**config.mk**
```make
export PLATFORM = sky130hd
export DESIGN_NAME = tblwr_exec
export DESIGN_NICKNAME = d
export VERILOG_FILES = /design/src/tblwr_pkg.sv /design/src/tblwr_exec.sv /design/src/tblwr_hold.sv
export VERILOG_INCLUDE_DIRS = /design/src
export SDC_FILE = /design/constraint.sdc
export NUM_CORES = 1
export LEC_CHECK = 0
export BUFFER_PORTS_ARGS = -buffer_cell sky130_fd_sc_hd__buf_2
export CORE_MARGIN = 2
export CORE_UTILIZATION = 65
export CTS_BUF_LIST = sky130_fd_sc_hd__clkbuf_8
export DETAILED_ROUTE_END_ITERATION = 6
export GPL_TIMING_DRIVEN = 0
export PLACE_DENSITY_LB_ADDON = 0.12
export SETUP_SLACK_MARGIN = 0.3
export SLEW_MARGIN = 10
export SYNTH_ARGS = -nofsm -noshare
export SYNTH_HDL_FRONTEND = slang
export SYNTH_SLANG_ARGS = --single-unit
```
**constraint.sdc**
```tcl
create_clock -name sys_clk_i -period 5.2 [get_ports sys_clk_i]
set_clock_uncertainty 0.15 [all_clocks]
set_input_delay 0.78 -clock sys_clk_i [delete_from_list [all_inputs] [get_ports sys_clk_i]]
set_output_delay 0.78 -clock sys_clk_i [all_outputs]
set_load 0.01 [all_outputs]
```
**src/tblwr_map.svh**
```systemverilog
// constants for the table-write execution unit
// assumes a 16-bit instruction word and an 8-bit data path
`ifndef TBLWR_MAP_SVH
`define TBLWR_MAP_SVH
`define TBLWR_OPC_FIXED 14'h0003
`define TBLWR_PTR_W 21
`define TBLWR_HOLD_AW 6
`define TBLWR_HOLD_DEPTH 64
`define TBLWR_HOLD_RST 8'hFF
`define TBLWR_PTR_RST 21'h000000
`endif

```
**src/tblwr_pkg.sv**
```systemverilog
// types for the table-write execution unit
// assumes tblwr_map.svh supplies the numeric constants
package tblwr_pkg;
   typedef enum logic [1:0] {
      TBLWR_NOCHG = 2'h0,
      TBLWR_POSTINC = 2'h1,
      TBLWR_POSTDEC = 2'h2,
      TBLWR_PREINC = 2'h3
   } tblwr_mode_type;
   typedef enum logic [4:0] {
      TBLWR_IDLE = 5'h01,
      TBLWR_C1 = 5'h02,
      TBLWR_C2Q1 = 5'h04,
      TBLWR_C2Q2 = 5'h08,
      TBLWR_C2Q4 = 5'h10
   } tblwr_state_type;
endpackage

```
**src/tblwr_exec.sv**
```systemverilog
// table-write execution: latch byte into holding buffer via pointer
// assumes instr_valid_i is a one-cycle pulse on a decode slot
// Operation
// - decode opcode, two-bit pointer mode field
// - post-decrement: write first, then subtract one
// - pre-increment: add one, write at new pointer
// - low pointer bits select holding register
// - writes reach holding registers only
// - pointer is 21-bit byte address
// - pointer bit zero clear selects low byte
// - pointer bit zero set selects high byte
// - one word, two cycles, read Q2, write Q4
`timescale 1ns/1ps
`include "tblwr_map.svh"
module tblwr_exec
(
   input wire logic sys_clk_i, // 25 MHz core clock
   input wire logic rst_n_i, // sync reset, active low
   input wire logic instr_valid_i, // instruction word present
   input wire logic [15:0] instr_word_i, // fetched instruction
   input wire logic [7:0] table_latch_byte_i, // latch byte
   input wire logic ptr_load_i, // software load of pointer
   input wire logic [`TBLWR_PTR_W-1:0] ptr_load_data_i, // load value
   input wire logic [`TBLWR_HOLD_AW-1:0] hold_rd_addr_i, // buffer peek
   output logic [7:0] hold_rd_data_o, // buffer byte
   output logic [`TBLWR_PTR_W-1:0] table_byte_pointer_o, // pointer
   output logic busy_o, // instruction in progress
   output logic hold_wr_o, // holding register written
   output logic hi_byte_o, // last write was high byte
   output logic flags_we_o // status write enable, always low
);
   tblwr_pkg::tblwr_state_type state;
   tblwr_pkg::tblwr_mode_type mode;
   logic [`TBLWR_PTR_W-1:0] ptr;
   logic [7:0] data_q;
   logic is_table_write_instr;
   logic [1:0] q;
   logic take;
   logic cyc1_first;
   logic latch_slot;
   logic [`TBLWR_HOLD_AW-1:0] hold_addr;

   // opcode match: fixed upper field, mode in the two low bits; every
   // upper bit counts, since neighbouring opcodes differ only there
   function automatic logic f_is_table_write(logic [15:0] word);
      logic hit;
      hit = word[15:2] == `TBLWR_OPC_FIXED;
      return hit;
   endfunction

   // mode field lifted into the enum
   function automatic tblwr_pkg::tblwr_mode_type f_mode(logic [15:0] word);
      tblwr_pkg::tblwr_mode_type m;
      m = tblwr_pkg::tblwr_mode_type'(word[1:0]);
      return m;
   endfunction

   // pre-increment moves the pointer in cycle one, ahead of the write
   function automatic logic [`TBLWR_PTR_W-1:0] f_pre_step
   (
      tblwr_pkg::tblwr_mode_type m,
      logic [`TBLWR_PTR_W-1:0] p
   );
      logic [`TBLWR_PTR_W-1:0] r;
      if (m == tblwr_pkg::TBLWR_PREINC)
         r = p + 21'h000001;
      else
         r = p;
      return r;
   endfunction

   // pointer after the holding write; it wraps at both ends of the
   // 21-bit space, as plain two's complement arithmetic does
   function automatic logic [`TBLWR_PTR_W-1:0] f_post_step
   (
      tblwr_pkg::tblwr_mode_type m,
      logic [`TBLWR_PTR_W-1:0] p
   );
      logic [`TBLWR_PTR_W-1:0] r;
      r = p;
      unique case (m)
         tblwr_pkg::TBLWR_POSTINC: r = p + 21'h000001;
         tblwr_pkg::TBLWR_POSTDEC: r = p - 21'h000001;
         tblwr_pkg::TBLWR_NOCHG,
         tblwr_pkg::TBLWR_PREINC: r = p;
      endcase
      return r;
   endfunction

   // buffer index is the low pointer bits; the upper bits only pick the
   // row that a later erase and program sequence commits, not kept here
   function automatic logic [`TBLWR_HOLD_AW-1:0] f_hold_index
   (
      logic [`TBLWR_PTR_W-1:0] p
   );
      logic [`TBLWR_HOLD_AW-1:0] idx;
      idx = p[`TBLWR_HOLD_AW-1:0];
      return idx;
   endfunction

   // bit zero picks the half of the program word: clear low, set high
   function automatic logic f_is_high_byte(logic [`TBLWR_PTR_W-1:0] p);
      logic hi;
      hi = p[0];
      return hi;
   endfunction

   assign is_table_write_instr = f_is_table_write(instr_word_i);
   // quarter-phase strobes shared by the state, pointer and latch paths;
   // naming them once keeps the three blocks agreeing on the slots
   assign take = state == tblwr_pkg::TBLWR_IDLE && instr_valid_i
                 && is_table_write_instr;
   assign cyc1_first = state == tblwr_pkg::TBLWR_C1 && q == 2'h0;
   assign latch_slot = state == tblwr_pkg::TBLWR_C2Q1;
   assign hold_addr = f_hold_index(ptr);
   assign busy_o = state != tblwr_pkg::TBLWR_IDLE;
   assign hold_wr_o = state == tblwr_pkg::TBLWR_C2Q4;
   assign table_byte_pointer_o = ptr;
   assign flags_we_o = 1'b0;

   // phase walk, one clock per quarter of an instruction cycle:
   //   take edge   idle, word decoded, mode frozen
   //   cycle one   C1 while q runs 0..3, pre-increment on its first clock
   //   cycle two   C2Q1, then C2Q2 across the second and third quarter,
   //               then C2Q4 for the fourth
   // the latch is captured as the second quarter opens and the holding
   // write lands as C2Q4 closes, so busy stands for eight clocks
   // nothing queues here: the decoder must hold off the next word
   // until busy falls
   always_ff @(posedge sys_clk_i)
   begin
      if (!rst_n_i)
         q <= 2'h0;
      else if (state == tblwr_pkg::TBLWR_IDLE)
         q <= 2'h0;
      else
         q <= q + 2'h1;
   end

   always_ff @(posedge sys_clk_i)
   begin
      if (!rst_n_i)
         state <= tblwr_pkg::TBLWR_IDLE;
      else
      begin
         unique case (state)
            tblwr_pkg::TBLWR_IDLE:
               if (take)
                  state <= tblwr_pkg::TBLWR_C1;
            tblwr_pkg::TBLWR_C1:
               if (q == 2'h3)
                  state <= tblwr_pkg::TBLWR_C2Q1;
            tblwr_pkg::TBLWR_C2Q1:
               state <= tblwr_pkg::TBLWR_C2Q2;
            tblwr_pkg::TBLWR_C2Q2:
               if (q == 2'h2)
                  state <= tblwr_pkg::TBLWR_C2Q4;
            tblwr_pkg::TBLWR_C2Q4:
               state <= tblwr_pkg::TBLWR_IDLE;
            // a code outside the one-hot enum can only come from an upset;
            // falling back to idle beats locking up
            default:
               state <= tblwr_pkg::TBLWR_IDLE;
         endcase
      end
   end

   always_ff @(posedge sys_clk_i)
   begin
      if (!rst_n_i)
         mode <= tblwr_pkg::TBLWR_NOCHG;
      // mode is frozen at decode so a changing word cannot steer the write
      else if (take)
         mode <= f_mode(instr_word_i);
   end

   // latch sampled only in Q2 of cycle two; latch itself never written
   always_ff @(posedge sys_clk_i)
   begin
      if (!rst_n_i)
         data_q <= 8'h00;
      else if (latch_slot)
         data_q <= table_latch_byte_i;
   end

   // pre-increment lands in cycle one so the write sees the new pointer;
   // loads from the register file count only while idle, so a move into
   // the pointer during the two cycles cannot tear the write address
   always_ff @(posedge sys_clk_i)
   begin
      if (!rst_n_i)
         ptr <= `TBLWR_PTR_RST;
      else if (cyc1_first)
         ptr <= f_pre_step(mode, ptr);
      else if (hold_wr_o)
         ptr <= f_post_step(mode, ptr);
      else if (state == tblwr_pkg::TBLWR_IDLE && ptr_load_i)
         ptr <= ptr_load_data_i;
   end

   always_ff @(posedge sys_clk_i)
   begin
      if (!rst_n_i)
         hi_byte_o <= 1'b0;
      // reports the half just written, for the decoder's status view
      else if (hold_wr_o)
         hi_byte_o <= f_is_high_byte(ptr);
   end

   // only the buffer is written; no path reaches program memory
   tblwr_hold u_hold
   (
      .sys_clk_i(sys_clk_i),
      .rst_n_i(rst_n_i),
      .wr_en_i(hold_wr_o),
      .wr_addr_i(hold_addr),
      .wr_data_i(data_q),
      .rd_addr_i(hold_rd_addr_i),
      .rd_data_o(hold_rd_data_o)
   );
endmodule // tblwr_exec

```
**src/tblwr_hold.sv**
```systemverilog
// program-flash holding register buffer, byte addressed
// assumes writes come one per cycle from the table-write unit
`timescale 1ns/1ps
`include "tblwr_map.svh"
module tblwr_hold
(
   input wire logic sys_clk_i, // core clock
   input wire logic rst_n_i, // sync reset, active low
   input wire logic wr_en_i, // write strobe
   input wire logic [`TBLWR_HOLD_AW-1:0] wr_addr_i, // byte index
   input wire logic [7:0] wr_data_i, // byte to store
   input wire logic [`TBLWR_HOLD_AW-1:0] rd_addr_i, // read index
   output logic [7:0] rd_data_o // registered read data
);
   logic [7:0] mem [`TBLWR_HOLD_DEPTH];

   genvar g;
   generate
      for (g = 0; g < `TBLWR_HOLD_DEPTH; g++)
      begin : g_byte
         always_ff @(posedge sys_clk_i)
         begin
            if (!rst_n_i)
               mem[g] <= `TBLWR_HOLD_RST;
            else if (wr_en_i && wr_addr_i == g[`TBLWR_HOLD_AW-1:0])
               mem[g] <= wr_data_i;
         end
      end
   endgenerate

   always_ff @(posedge sys_clk_i)
   begin
      if (!rst_n_i)
         rd_data_o <= 8'h00;
      else
         rd_data_o <= mem[rd_addr_i];
   end
endmodule // tblwr_hold

```
==> results of run 1 <==
-- worst max-delay path by stage --
stage	start	endpoint	slack (ns)
floorplan	hold_rd_addr_i[0]	u_hold.rd_data_o[2]	2.49
global placement	rst_n_i	u_hold.mem[30][7]	0.88
detailed placement	rst_n_i	u_hold.mem[51][2]	0.98
CTS	rst_n_i	u_hold.mem[51][6]	1.59
global route	table_byte_pointer_o[2]	u_hold.mem[54][5]	1.55
finish	hold_rd_addr_i[1]	u_hold.rd_data_o[2]	1.50
-- flip-flops by register name, summed over array words and instances (netlist names) --
signal,flops
u_hold.mem,512
table_byte_pointer_o,21
data_q,8
u_hold.rd_data_o,8
state,5
mode,2
q,2
hi_byte_o,1
-- synth_stat cells, types with 11 or more instances --
| library cell | instances |
|---|---|
| a211oi_1 | 17 |
| a21oi_1 | 25 |
| buf_2 | 32 |
| buf_4 | 11 |
| clkbuf_1 | 189 |
| dfxtp_1 | 47 |
| edfxtp_1 | 512 |
| mux2i_1 | 25 |
| mux4_2 | 133 |
| nand2_1 | 61 |
| nand3_1 | 18 |
| nor2_1 | 47 |
| nor2b_1 | 17 |
| nor3_1 | 22 |
| o21ai_0 | 88 |
| o22ai_1 | 33 |
| or3_1 | 516 |
-- cells by family after synthesis --
| group | Yosys count | share of synthesized area [%] |
|---|---|---|
| compound gates | 225 | 5.314 |
| xor+xnor | 7 | 0.2298 |
| fa+ha+maj | 10 | 0.4690 |
| buf+inv | 252 | 3.935 |
| flops | 559 | 61.16 |
| mux | 158 | 12.17 |
| other cells | 1 | 0.01406 |
| simple gates | 750 | 16.71 |
-- tightest hold or removal path: cells and delay by family --
kind          cells  cell delay (ns)
buf+inv           1             0.07
mux               1             0.06
simple gates      1             0.07
-- power breakdown --
| part | internal [W] | switching [W] |
|---|---|---|
| Clock | 0.00192 | 0.00186 |
| Combinational | 0.000136 | 0.000419 |
| Sequential | 0.00490 | 0.0000186 |
| Total | 0.00696 | 0.00230 |
-- metrics by stage --
stage / instances / hold slack, ns
6_report: 2761 / 0.1757
5_1_grt: 2758 / 0.1972
4_1_cts: 2757 / 0.1650
3_5_place_dp: 2589 / 0.3395
3_3_place_gp: 2574 / 0.3439
2_1_floorplan: 1962 / 0.3396
-- metal layers --
layer	share of wire, %	vias up
met3	17	350
met1	34	9997
met4	5.6	6
met2	43	1910
li1	-	8109
met5	0.17	-
-- final cells by class --
| cell class | count | share of cell area, % |
|---|---|---|
| diodes | 4 | 0.03380 |
| well taps | 532 | 2.247 |
| clock inverters | 68 | 1.276 |
| multi-input cells | 1151 | 31.43 |
| flip-flops and latches | 559 | 55.09 |
| clock buffers | 100 | 4.647 |
| inverters | 10 | 0.1267 |
| plain buffers | 242 | 3.418 |
| repair buffers | 95 | 1.732 |
==> run metrics, run 1 <==
remaining antenna violation count 0; Max-Slew Margin vs Limit 17.97%; Leak 7.387 nW; drt first pass iters 7; worst reg2reg path startpoint table_byte_pointer_o[2]; Hold Crit Depth 3; max-cap violations 0; core area 40650 sq um; DRC viols 0; Iter 0 DRT Violations 3553; min-delay src table_latch_byte_i[3]; Synth cell types 74; CP startpoint kind input pin; # hold bufs at CTS 0; post-CTS resize count 0; Final Hold Fails 0; status complete, no violations; Reg clk slew, reported paths 0.06 ns; reg-to-reg endpoint u_hold.mem[54][3]; worst slack, placed 0.9834 ns; Worst EP arrival 4.06 ns; total CTS buffers 90; aggregate routed wire length 94.72 mm; clk sinks 559; worst hold path class in -> reg; CTS tree done; Top delay family on crit path buffers and inverters; syn_nets around 2000; Max stage delay cell, worst path buf_2; CTS root buffer clkbuf_8; RSZ-0062 raised after global routing no; CP cell instances buf_4 -> buf_4 -> buf_2 -> buf_2 -> mux4_2 -> mux2i_1 -> a21oi_1 -> o21ai_0 -> o41ai_1; met3 track demand over resource a little under a fifth; vias in the first global route 19590; Clock Latency Late Sink 0.70 ns; final instance area 29620 sq um; fin. max-slew vios 0; io pins 88; setup repair bufs after CTS 0; most common cell after layout, fill and taps aside or3_1; Synth warnings 0; Synth top area share between 50 and 60%; storage element area 16320 sq um; M1 GR Usage approximately three fifths; pwr/cell area about 310 nW/um^2; critical path peak fanout 11; fmax 270.6 MHz; Req. time, crit path between 5 and 6 ns; Via density 7.378; routing usage on met2 64.52%; Total GRT Usage a little under half; Design Power 0.009257 W; vias after detailed routing 20370; Hold EP data_q[3]; setup slack after layout 1.504 ns; fraction of registers with async set/reset 0%; largest area contributor in the netlist edfxtp_1; Period Utilization, post-route 71.07%; synthesis-stage register bit count around 560; Synth Cell Area 26680 sq um; Synth area leaders edfxtp_1 58%, or3_1 12%, mux4_2 11%; crit path capture type register; Post-Syn Instances 1962; WL/cell between 30 and 40 um; largest net degree at the start of global routing 13; die width 206.6 um; Final Util 72.87%; fill cell count between 2000 and 3000; Nets 2214; max incr delay on CP roughly 0.63 ns; ys flop type edfxtp_1; Area Growth Syn to Fin 11.03%; multi-input logic area between 9000 and 10000 sq um; WP depth 9; maximum vdd drop 238.0 uV; clock buffer depth 3; share of cells above drive strength 1 18.38%; die area 42680 sq um; Buffers & Inverters on Critical Path 4; post-place instance area 27850 sq um; final setup vio count 0; Mean Syn Cell Area between 10 and 15 sq um; critical path class in -> reg; gr ovfl total 0; GR peak layer met2; Die Ht 206.6 um; Post-synth EDFFs 512; worst slew pin tran 1.218 ns; Total Negative Setup Slacks 0 ns; initial core utilization 65.63%; Final min period 3.696 ns; PortBufs 80; initial antenna violation count 9; sequential area share after synthesis between 60% and 70%; first-pass GRT wire length 133.9 mm; Worst R2R Path Depth 5; Post-DP HPWL 66.01 mm; Reg2Reg Setup Slack ~1.7 ns; H-tree depth 3; commonest cells after routing, fill and taps aside 516 x or3_1, 512 x edfxtp_1, 189 x clkbuf_1; row cnt 74; RD Place Congestion 0.9987
Power figures use the tool's default switching activity.
==> inputs of run 2 (changes only) <==
clock period = 3.62 ns   (was 5.2 ns; I/O delays follow)
==> run 2 against run 1 <==
  * Sequential power up 44%
  * Register-to-register slack worse by 1.4 ns
  * Sequential cell count unchanged
  * Design area up 0.76%
  * Utilization up 0.55 points
  * Cell count up 0.62%
  * Global-route usage up 0.077 points
  * Critical path depth down 3
  * Largest power group unchanged
  * Wire length up 0.49%
  * Critical endpoint is now u_hold.mem[4][2]
  * First-iteration DRC count down 6.8%
  * Worst hold slack worse by 0.16 ns
  * Die area unchanged
==> run metrics, run 2 (synthesized netlist as in run 1, its figures left out) <==
Non-Filler Instances 2778 (+0.62%); PortBufs 80 (unchanged); Die Ht 206.6 um (unchanged); CTS tree done; first-pass GRT wire length 134.2 mm (+0.27%); switch share 24.83% (+0.032 points); drt first pass iters 6 (-1); setup repair bufs after CTS 0 (unchanged); min-delay src ptr_load_data_i[12]; commonest cells after routing, fill and taps aside 516 x or3_1, 512 x edfxtp_1, 188 x clkbuf_1; WL/cell 34.26 um (-0.13%); worst hold path class in -> reg; worst slew pin tran 1.234 ns (+0.01645 ns); critical path class in -> reg; clk sinks 559 (unchanged); Nets 2227 (+0.59%); post-place instance area 27850 sq um (unchanged); largest net degree at the start of global routing 13 (unchanged); status complete, no violations; Area Growth Syn to Fin 11.88%; remaining antenna violation count 0 (unchanged); DRC viols 0 (unchanged); CP startpoint kind input pin; critical path peak fanout 10 (-1); vias in the first global route 19600 (+0.061%); Worst EP arrival 3.72 ns (-0.34 ns); storage element area 16320 sq um (unchanged); Max-Slew Margin vs Limit 17.73% (-0.24 points); fill cell count 2682 (-0.92%); Via density 7.365 (-0.18%); P_sw 0.003306 W (+44%); Largest register FFs 512 (unchanged); clock buffer depth 3 (unchanged); Total GRT Usage 45.50% (+0.077 points); final setup vio count 0 (unchanged); die width 206.6 um (unchanged); H-tree depth 3 (unchanged); setup slack after layout 0.1912 ns (-1.313 ns); total CTS buffers 90 (unchanged); final instance area 29840 sq um (+0.76%); Clock Latency Late Sink 0.72 ns (+0.02 ns); pwr/cell area 446.2 nW/um^2 (+43%); Iter 0 DRT Violations 3312 (-6.8%); share of cells above drive strength 1 19.21% (+0.83 points); critical path's most frequent cell clkbuf_1; worst reg2reg path startpoint state[2]; CTS root buffer clkbuf_8; CP cell instances clkbuf_1 -> clkbuf_1 -> buf_1 -> clkdlybuf4s15_1 -> o21ai_1 -> buf_4; fmax 291.6 MHz; maximum vdd drop 342.2 uV (+44%); Critical Path Start rst_n_i; fin. max-slew vios 0 (unchanged); core area 40650 sq um (unchanged); aggregate routed wire length 95.19 mm (+0.49%); Req. time, crit path 3.91 ns (-1.65 ns); initial core utilization 65.63% (unchanged); Max stage delay cell, worst path clkdlybuf4s15_1; vias after detailed routing 20460 (+0.43%); Post-DP HPWL 66.01 mm (unchanged); io pins 88 (unchanged); multi-input logic area 9389 sq um (+0.85%); Period Utilization, post-route 94.72%; Combinational Power Share 6.1% (about the same); worst slack, placed -0.3596 ns (-1.343 ns); Leak 7.471 nW (+1.1%); Final min period 3.429 ns; largest reg by FF count u_hold.mem; gr ovfl total 0 (unchanged); clock group share of total power 40.8% (about the same); Reg clk slew, reported paths 0.06 ns (about the same); most common cell after layout, fill and taps aside or3_1; placed cells 2589 (unchanged); sequential share of power 53.1% (about the same); max-cap violations 0 (unchanged); max incr delay on CP 0.74 ns (+0.11 ns); row cnt 74 (unchanged); cell internal pwr 0.01001 W (+44%); RD Place Congestion 0.9987 (unchanged); Final Hold Fails 0 (unchanged); die area 42680 sq um (unchanged); initial antenna violation count 7 (-2); RSZ-0062 raised after global routing yes; crit path capture type register
run 2: cell count changes in the layout (fill, tap and decap cells not counted):
cell,delta
clkbuf_1,-1
clkdlybuf4s15_1,+1
diode_2,+4
dlygate4sd3_1,+13
o21ai_0,-3
o21ai_1,-18
o21ai_2,+21
run 2: layer usage:
layer	part of all wire [%]	vias up	global-route usage, %
met5	0.077	-	1.382
met4	5.9	2	24.39
met3	17	369	17.54
met2	43	1952	64.57
met1	34	9992	60.98
li1	-	8145	-
run 2: cell type report:
cell class                 count  area share (%)
tap                          532           2.230
timing repair buffer         108           2.155
multi-input combinational   1151           31.46
buffer                       242           3.413
sequential                   559           54.67
antenna                        8         0.06708
inverter                      10          0.1258
clock inverter                68           1.266
clock buffer                 100           4.612
run 2: through the flow:
| stage | setup TNS, ns | utilization [%] | power, W | hold slack (ns) |
|---|---|---|---|---|
| final | 0 | 73.42 | 0.01332 | 0.01095 |
| after global routing | 0 | 73.37 | 0.01352 | 0.06087 |
| after CTS | 0 | 73.16 | 0.01319 | 0.002686 |
| after detailed placement | -29.64 | 68.53 | 0.007960 | 0.3395 |
| after global placement | -80.73 | 68.25 | 0.007936 | 0.3439 |
| after floorplan | 0 | - | 0.007602 | 0.3396 |
run 2: worst max-delay path: cells and delay by family:
family / cells / cell delay (ns)
buffers and inverters: 5 / 2.73
AOI/OAI and AO/OA: 1 / 0.43
run 2: final timing paths:
check	to	slack, ns	cells after the start
worst max register to register	u_hold.mem[7][5]	0.23	8
worst max-delay path	u_hold.mem[4][2]	0.19	6
worst min register to register	hi_byte_o	0.37	2
worst min-delay path	table_byte_pointer_o[12]	0.01	3
run 2: repair_timing:
item / CTS / global route
hold buffers: 13 / 0
hold endpoints to repair: 13 / 0
endpoints found under the setup margin: 127 / 194
gates resized for setup: 16 / 25
run 2: power groups by stage:
stage          Clock (W)  Combinational, W  Sequential [W]
3_3_place_gp           0          0.000730         0.00721
6_report         0.00544          0.000816         0.00707
2_1_floorplan          0          0.000394         0.00721
5_1_grt          0.00562          0.000830         0.00707
3_5_place_dp           0          0.000757         0.00720
4_1_cts          0.00535          0.000771         0.00707
